$ cat config.mk
export PLATFORM = sky130hd
export DESIGN_NAME = serial_latched_driver
export DESIGN_NICKNAME = d
export VERILOG_FILES = /design/src/vfd_drv_pkg.sv /design/src/serial_latched_driver.sv
export VERILOG_INCLUDE_DIRS = /design/src
export SDC_FILE = /design/constraint.sdc
export NUM_CORES = 1
export LEC_CHECK = 0
export BUFFER_PORTS_ARGS = -buffer_cell sky130_fd_sc_hd__clkbuf_2
export CORE_MARGIN = 2
export CORE_UTILIZATION = 47
export DETAILED_ROUTE_END_ITERATION = 16
export PLACE_DENSITY_LB_ADDON = 0.08
export SETUP_SLACK_MARGIN = 0.4
export SYNTH_ARGS = -nofsm -noshare
export SYNTH_HDL_FRONTEND = slang
export SYNTH_SLANG_ARGS = --single-unit
$ cat constraint.sdc
create_clock -name clk -period 1.75 [get_ports clk]
set_input_delay 0.0875 -clock clk [delete_from_list [all_inputs] [get_ports clk]]
set_output_delay 0.0875 -clock clk [all_outputs]
set_load 0.1 [all_outputs]
$ cat src/vfd_drv_defs.svh
`ifndef VFD_DRV_DEFS_SVH
`define VFD_DRV_DEFS_SVH
// Function
// (RQ1) Ten stage register feeds ten latches
// (RQ2) Rising shift clock captures serial input
// (RQ3) Each rising edge moves data one stage
// (RQ4) Host sets data before raising shift clock
// (RQ5) Strobe high copies register into latches
// (RQ6) Latches follow while high, hold when low
// (RQ7) Blanking high forces all outputs low
// (RQ8) Blanking never alters latch contents
// (RQ9) Unblanked output follows its latch
// (RQ10) Last stage drives serial output
// (RQ11) Strobe tied high needs blanking during entry
// (RQ12) Host keeps shift clock within rated rate
// (RQ13) No shift edge, stages and output hold

// Channel count and reset values
`define CHAN_COUNT      10
`define SHIFT_RESET     10'h000
`define LATCH_RESET     10'h000

// Host shift clock limit: 3.3 MHz, as a least period
`define SCLK_MIN_PERIOD_NS 303
`define CLK_PERIOD_NS      5
`define SCLK_MIN_CYC ((`SCLK_MIN_PERIOD_NS + `CLK_PERIOD_NS - 1) / `CLK_PERIOD_NS)
`define SPACE_CNT_W        7
`endif

$ cat src/vfd_drv_pkg.sv
`include "vfd_drv_defs.svh"
package vfd_drv_pkg;
    // One bit per output channel
    typedef logic [`CHAN_COUNT-1:0] chan_t;
    // Cycles since the last shift edge
    typedef logic [`SPACE_CNT_W-1:0] space_t;
endpackage

$ cat src/serial_latched_driver.sv
`timescale 1ns/100ps
`include "vfd_drv_defs.svh"
module serial_latched_driver #(
    parameter int N = `CHAN_COUNT
) (
    // Clock and reset
    input  wire logic               clk,
    input  wire logic               rst,
    // Host serial pins, asynchronous to clk
    input  wire logic               serialIn,
    input  wire logic               shiftClk,
    input  wire logic               strobe,
    input  wire logic               blank_pin,
    // Cascade output
    output logic                    serialOut,
    // Output stage, one bit per channel
    output vfd_drv_pkg::chan_t      outLevel,
    output vfd_drv_pkg::chan_t      sourceOn,
    output vfd_drv_pkg::chan_t      sinkOn,
    // Host misuse indicators
    output logic                    rateFault,
    output logic                    entryHazard
);
    import vfd_drv_pkg::*;

    localparam space_t SPACE_MIN = space_t'(`SCLK_MIN_CYC);

    // Pin synchronisers, two flops before any use
    logic   dataSync1_reg,  dataSync1_next;
    logic   dataSync2_reg,  dataSync2_next;
    logic   sclkSync1_reg,  sclkSync1_next;
    logic   sclkSync2_reg,  sclkSync2_next;
    logic   sclkPrev_reg,   sclkPrev_next;
    logic   strbSync1_reg,  strbSync1_next;
    logic   strbSync2_reg,  strbSync2_next;
    logic   blnkSync1_reg,  blnkSync1_next;
    logic   blnkSync2_reg,  blnkSync2_next;
    logic   shiftEdge;

    // Core state
    chan_t  shift_reg,      shift_next;
    chan_t  latch_reg,      latch_next;
    chan_t  out_reg,        out_next;
    logic   sout_reg,       sout_next;

    // Rate and entry hazard monitor
    space_t space_reg,      space_next;
    logic   fault_reg,      fault_next;
    logic   hazard_reg,     hazard_next;

    // Synchroniser next values
    always_comb begin
        dataSync1_next = serialIn;
        dataSync2_next = dataSync1_reg;
        sclkSync1_next = shiftClk;
        sclkSync2_next = sclkSync1_reg;
        sclkPrev_next  = sclkSync2_reg;
        strbSync1_next = strobe;
        strbSync2_next = strbSync1_reg;
        blnkSync1_next = blank_pin;
        blnkSync2_next = blnkSync1_reg;
    end

    // Synchroniser flops; resets idle the pins low
    always_ff @(posedge clk) begin
        if (rst) begin
            dataSync1_reg <= 1'b0;
            dataSync2_reg <= 1'b0;
            sclkSync1_reg <= 1'b0;
            sclkSync2_reg <= 1'b0;
            sclkPrev_reg  <= 1'b0;
            strbSync1_reg <= 1'b0;
            strbSync2_reg <= 1'b0;
            blnkSync1_reg <= 1'b0;
            blnkSync2_reg <= 1'b0;
        end else begin
            dataSync1_reg <= dataSync1_next;
            dataSync2_reg <= dataSync2_next;
            sclkSync1_reg <= sclkSync1_next;
            sclkSync2_reg <= sclkSync2_next;
            sclkPrev_reg  <= sclkPrev_next;
            strbSync1_reg <= strbSync1_next;
            strbSync2_reg <= strbSync2_next;
            blnkSync1_reg <= blnkSync1_next;
            blnkSync2_reg <= blnkSync2_next;
        end
    end

    // Low-to-high shift clock, seen after synchronising
    assign shiftEdge = sclkSync2_reg & ~sclkPrev_reg;                 // see (RQ2)

    // Shift register, latches and output stage
    always_comb begin
        shift_next = shift_reg;                                       // see (RQ13)
        sout_next  = sout_reg;
        if (shiftEdge) begin
            // Data and clock pass equal sync depth, so setup holds
            shift_next = {shift_reg[N-2:0], dataSync2_reg};           // see (RQ2) (RQ3) (RQ4)
            sout_next  = shift_reg[N-2];                              // see (RQ10)
        end
        // Transparent while high, one cycle behind the register
        latch_next = strbSync2_reg ? shift_reg : latch_reg;           // see (RQ5) (RQ6) (RQ8)
        // Blanking gates only the output stage
        out_next = blnkSync2_reg ? '0 : latch_next;                   // see (RQ7) (RQ9)
    end

    // Per-channel state flops
    genvar g;
    generate
        for (g = 0; g < N; g++) begin : gChan
            always_ff @(posedge clk) begin
                if (rst) begin
                    shift_reg[g] <= 1'b0;
                    latch_reg[g] <= 1'b0;
                    out_reg[g]   <= 1'b0;
                end else begin
                    shift_reg[g] <= shift_next[g];                    // see (RQ1)
                    latch_reg[g] <= latch_next[g];
                    out_reg[g]   <= out_next[g];
                end
            end
        end
    endgenerate

    // Cascade output flop
    always_ff @(posedge clk) begin
        if (rst) begin
            sout_reg <= 1'b0;
        end else begin
            sout_reg <= sout_next;
        end
    end

    // Host misuse monitor; it flags, it never blocks a shift
    always_comb begin
        space_next  = space_reg;
        fault_next  = 1'b0;
        hazard_next = 1'b0;
        if (shiftEdge) begin
            space_next  = '0;
            fault_next  = (space_reg < SPACE_MIN);                    // see (RQ12)
            // Latches open and outputs live while data moves
            hazard_next = strbSync2_reg & ~blnkSync2_reg;             // see (RQ11)
        end else if (space_reg != SPACE_MIN) begin
            space_next = space_reg + space_t'(1);
        end
    end

    // Monitor flops; start saturated so the first edge is clean
    always_ff @(posedge clk) begin
        if (rst) begin
            space_reg  <= space_t'(`SCLK_MIN_CYC);
            fault_reg  <= 1'b0;
            hazard_reg <= 1'b0;
        end else begin
            space_reg  <= space_next;
            fault_reg  <= fault_next;
            hazard_reg <= hazard_next;
        end
    end

    // Outputs, all from flops
    assign serialOut   = sout_reg;                                    // see (RQ10)
    assign outLevel    = out_reg;
    assign sourceOn    = out_reg;                                     // see (RQ7)
    assign sinkOn      = ~out_reg;                                    // see (RQ7)
    assign rateFault   = fault_reg;
    assign entryHazard = hazard_reg;
endmodule

== After elaboration in Yosys (flattened, before gate mapping) ==
Cells that the tools add are included.

* Add/sub/neg operators: 1
* Order comparisons: 1
* Equal/unequal tests: 1
* Multiplexer cells: 3
* Bitwise gates (word level): 6
* Reduce and logical (&&, ||, !) cells: 4

{| class="wikitable"
|+ Operators with widths
! kind !! count
|-
| $mux 6 || 2
|-
| $mux 10 || 1
|-
| $not 10->10 || 1
|-
| $add 7x1->7 const B || 1
|-
| $lt 7x6->1 const B || 1
|-
| $ne 7x6->1 const B || 1
|-
| $reduce_or 2->1 || 3
|-
| $not 1->1 || 3
|-
| $and 1x1->1 || 2
|-
| $reduce_bool 2->1 || 1
|}

* Bits in registers: 48
* Input bits: 6

== Depth between registers and ports, before layout ==
* Depth in word-level cells: 4
* Depth in mapped cells: 5
* Depth with buffers taken out: 5

== Least setup slack after synthesis ==
No wires, ideal clock.

* Path type: reg2out
* Start: reg out_reg[0], in the netlist outLevel[0]
* End: out sinkOn[0]
* Data arrival time: 1.634 ns
* Path slack: 0.029 ns
* Stages on the path, launching flop included: 2
* Buffers on the path: 0
* Path through: dfxtp_1 -> inv_1

* Word-level cells in the longest chain between the ends: 1

{| class="wikitable"
|+ RTL lines
! element !! line !! text
|-
| start: declaration || serial_latched_driver.sv:43 || <nowiki>chan_t out_reg, out_next;</nowiki>
|-
| start signal: indexed assignment || serial_latched_driver.sv:119 || <nowiki>out_reg[g] <= out_next[g];</nowiki>
|-
| $not 10->10 || serial_latched_driver.sv:166 || <nowiki>assign sinkOn = ~out_reg;</nowiki>
|-
| end: declaration || serial_latched_driver.sv:19 || <nowiki>output vfd_drv_pkg::chan_t sinkOn,</nowiki>
|}

No other way between the ends.

== Worst setup path in the final report ==
* Start: reg space_reg[1]
* End: reg space_reg[0]

* Word-level cells in the longest chain between the ends: 2

{| class="wikitable"
|+ RTL lines
! element !! line !! text
|-
| start: declaration || serial_latched_driver.sv:47 || <nowiki>space_t space_reg, space_next;</nowiki>
|-
| start signal: assignment || serial_latched_driver.sv:152 || <nowiki>space_reg <= space_t'(`SCLK_MIN_CYC);</nowiki>
|-
| start signal: assignment || serial_latched_driver.sv:156 || <nowiki>space_reg <= space_next;</nowiki>
|-
| $ne 7x6->1 || serial_latched_driver.sv:144 || <nowiki>end else if (space_reg != SPACE_MIN) begin</nowiki>
|-
| $reduce_bool 2->1 (no line) || - ||
|}

No other way between the ends.
A chain may end at the register's enable or synchronous reset.

==> results.cfg <==
[worst_setup_path]
crit_fanout = 5
cp_data_arrival_time_ns = 1.50
cp_data_required_time_ns = 1.94
r2r_cells = 5
worstSetupEndpointType = flip-flop
r2r_setup_slack_ns = 0.44
reg2reg_to = space_reg[0]$_SDFFE_PP1P_
critPathLaunch = space_reg[1]$_SDFFE_PP0N_
cp-start-kind = flip-flop
worstSetupPathType = flip-flop to flip-flop
rr_startpoint = space_reg[1]$_SDFFE_PP0N_

[timing]
period_share = 0.749
worst_pin_slew_ns = 0.608
rsz0062_at_grt = yes
setup_viol = 0
max_freq_mhz = 763
maxSlewHeadroom = 0.594
report.final.slew_viol_count = 0
hold_violations = 0
finalClockSkew_ns = 0.00416
period_minus_slack_ns = 1.31
setup_tns_ns = 0

[routing]
dr_total_vias = 1208
ant_nets = 0
wire_per_inst_um = 11.7
wirelength_um = 2850
dr.pass1.iters = 4
drc = 0
viasPerCell = 4.97
dr.first_iter.drc_count = 34

[power]
power.density_nw_per_um2 = 918
peakVddDrop_v = 0.000647
power_mw = 1.92
power.static_leakage_nw = 0.833

[logic_synthesis]
ys_top_cells_by_count = 48 x dfxtp_1, 13 x inv_1, 12 x nor2_1
yosys-top-cells-area = dfxtp_1 56%, mux2i_1 5.8%, a22o_1 5.1%
synth_edf_count = 0
ys_seq_area_frac = 0.556
ys_seq_elements = 48
syn_area_um2 = 1730
synthFlopType = dfxtp_1
yosysTopAreaCell = dfxtp_1
synth.distinct_cells = 34
synth_nets = 170
yosysMostFrequentCell = dfxtp_1
avgSynthCellArea_um2 = 10.7
synth_top_area_frac = 0.556
async_flop_share = 0
synth_cells = 162
yosysWarningCount = 0

[clock_tree]
cts_tree = done
cts-root-buf = clkbuf_8
cts-htree-levels = 2
cts_buffers = 5
clk_latency_ns = 0.29
ctsLongestPathBuffers = 2
cts.reportedPaths.clkPinSlew_ns = 0.08
cts_sinks = 48

[grt]
grt_pass1_vias = 1124
gr-usage-all-layers = 0.154
grt_first_pass_wirelength_um = 4850
antenna_found_initial = 0
grt_max_degree = 25
grt_overflow = 0

[placed_design]
placed_cell_area_um2 = 1940
globalplace.congestion = 0.825
post-place-cells = 232
io_buffers = 38
hpwlAfterDp_um = 2000

[floorplan]
die_height_um = 64.7
placeableCoreArea_um2 = 3610
die_w_um = 64.7
num_rows = 22
initial_utilization = 0.480
ios = 39
fp.dieArea_um2 = 4180

[cells_and_area]
fillCellCount = 320
utilization = 0.581
final-seq-area_um2 = 1000
n_antenna_cell = 0
nets = 202
drive_gt1_frac = 0.421
design_area_um2 = 2100
multi_input_comb_area_um2 = 631
stdcell_count = 243
synthToLayoutAreaGrowth_pct = 21.2

[worst_hold_path]
worstHoldStart = blank_pin
whs_endpoint = blnkSync1_reg$_SDFF_PP0_
whs_path_depth = 2
hp-class = input port to flip-flop

[run_status]
status = finished, final reports clean

[job]
maxCapViolations = 0
[layout by cell type (no fill, tap or decap), drive strengths merged, types with 2 or more instances in the layout]
| cell | netlist | final |
|---|---|---|
| dfxtp | 48 | 48 |
| clkbuf | 3 | 43 |
| nor2 | 13 | 13 |
| clkinvlp | 0 | 10 |
| a22o | 10 | 10 |
| mux2i | 10 | 10 |
| nor3 | 10 | 10 |
| nor2b | 10 | 10 |
| a31o | 4 | 4 |
| inv | 13 | 3 |
| o21ai | 3 | 3 |
| buf | 15 | 3 |
| clkinv | 0 | 3 |
| a21o | 2 | 2 |
| o211ai | 2 | 2 |
| ha | 2 | 2 |
| dlygate4sd3 | 0 | 2 |
| nand2b | 2 | 2 |
| nand4 | 2 | 2 |
| or2 | 2 | 2 |
[how the worst max path moves through the flow]
stage,endpoint,slack (ns),cells past startpoint
after CTS,space_reg[0]$_SDFFE_PP1P_,0.39,5
after floorplan,sinkOn[0],0.39,1
after detailed placement,space_reg[0]$_SDFFE_PP1P_,0.33,4
after global placement,space_reg[6]$_SDFFE_PP0N_,0.41,4
after global routing,space_reg[0]$_SDFFE_PP1P_,0.39,5
final,space_reg[0]$_SDFFE_PP1P_,0.44,5
[routing by layer]
layer | part of all wire | GRT usage
met1 | 0.42 | 0.162
met5 | 0 | 0
met4 | 0.026 | 0.0878
met2 | 0.52 | 0.272
met3 | 0.039 | 0.0469
[power by group]
| group | leakage, nW | switching [mW] | internal (mW) |
|---|---|---|---|
| Combinational | 0.389 | 0.0885 | 0.0852 |
| Clock | 0.0453 | 0.334 | 0.271 |
| Sequential | 0.399 | 0.0395 | 1.11 |
| Total | 0.833 | 0.462 | 1.46 |
[logic make-up (layout without fill, tap and decap cells)]
| kind of cell | after synthesis | count (layout) | synth area share |
|---|---|---|---|
| AND/OR/NAND/NOR | 46 | 46 | 0.156 |
| adder cells (fa/ha/maj) | 2 | 2 | 0.0145 |
| flip-flops | 48 | 48 | 0.556 |
| multiplexers | 10 | 10 | 0.0579 |
| buffers and inverters | 31 | 64 | 0.0999 |
| AO/OA/AOI/OAI | 25 | 25 | 0.116 |
[timing repair]
action / 4_1_cts / 5_1_grt
hold buffers: 2 / 0
gates cloned: 0 / 0
buffers inserted: 1 / 0
setup endpoints to repair: 13 / 3
resized for setup: 5 / 5
hold endpoints to repair: 2 / 0
[cell type report]
type / instances / share of cell area
flip-flops and latches: 48 / 0.479
inverters: 13 / 0.0412
repair buffers: 43 / 0.111
multi-input cells: 83 / 0.301
well taps: 48 / 0.0287
clock inverters: 3 / 0.00657
clock buffers: 5 / 0.0328
[through the flow]
step                      hold WS, ns  setup slack, ns
after floorplan                 0.216            0.386
after global placement          0.298            0.414
after detailed placement        0.306            0.326
after CTS                      0.0120            0.392
after global routing          0.00850            0.388
final                          0.0170            0.439
[worst max-delay path: stages, from the launching register on]
cell and delay, ns:
dfxtp_2 0.36, inv_1 0.10, ha_4 0.16, nand2b_4 0.07
or3_1 0.31, a31o_1 0.21
(Power assumes the default switching activity.)
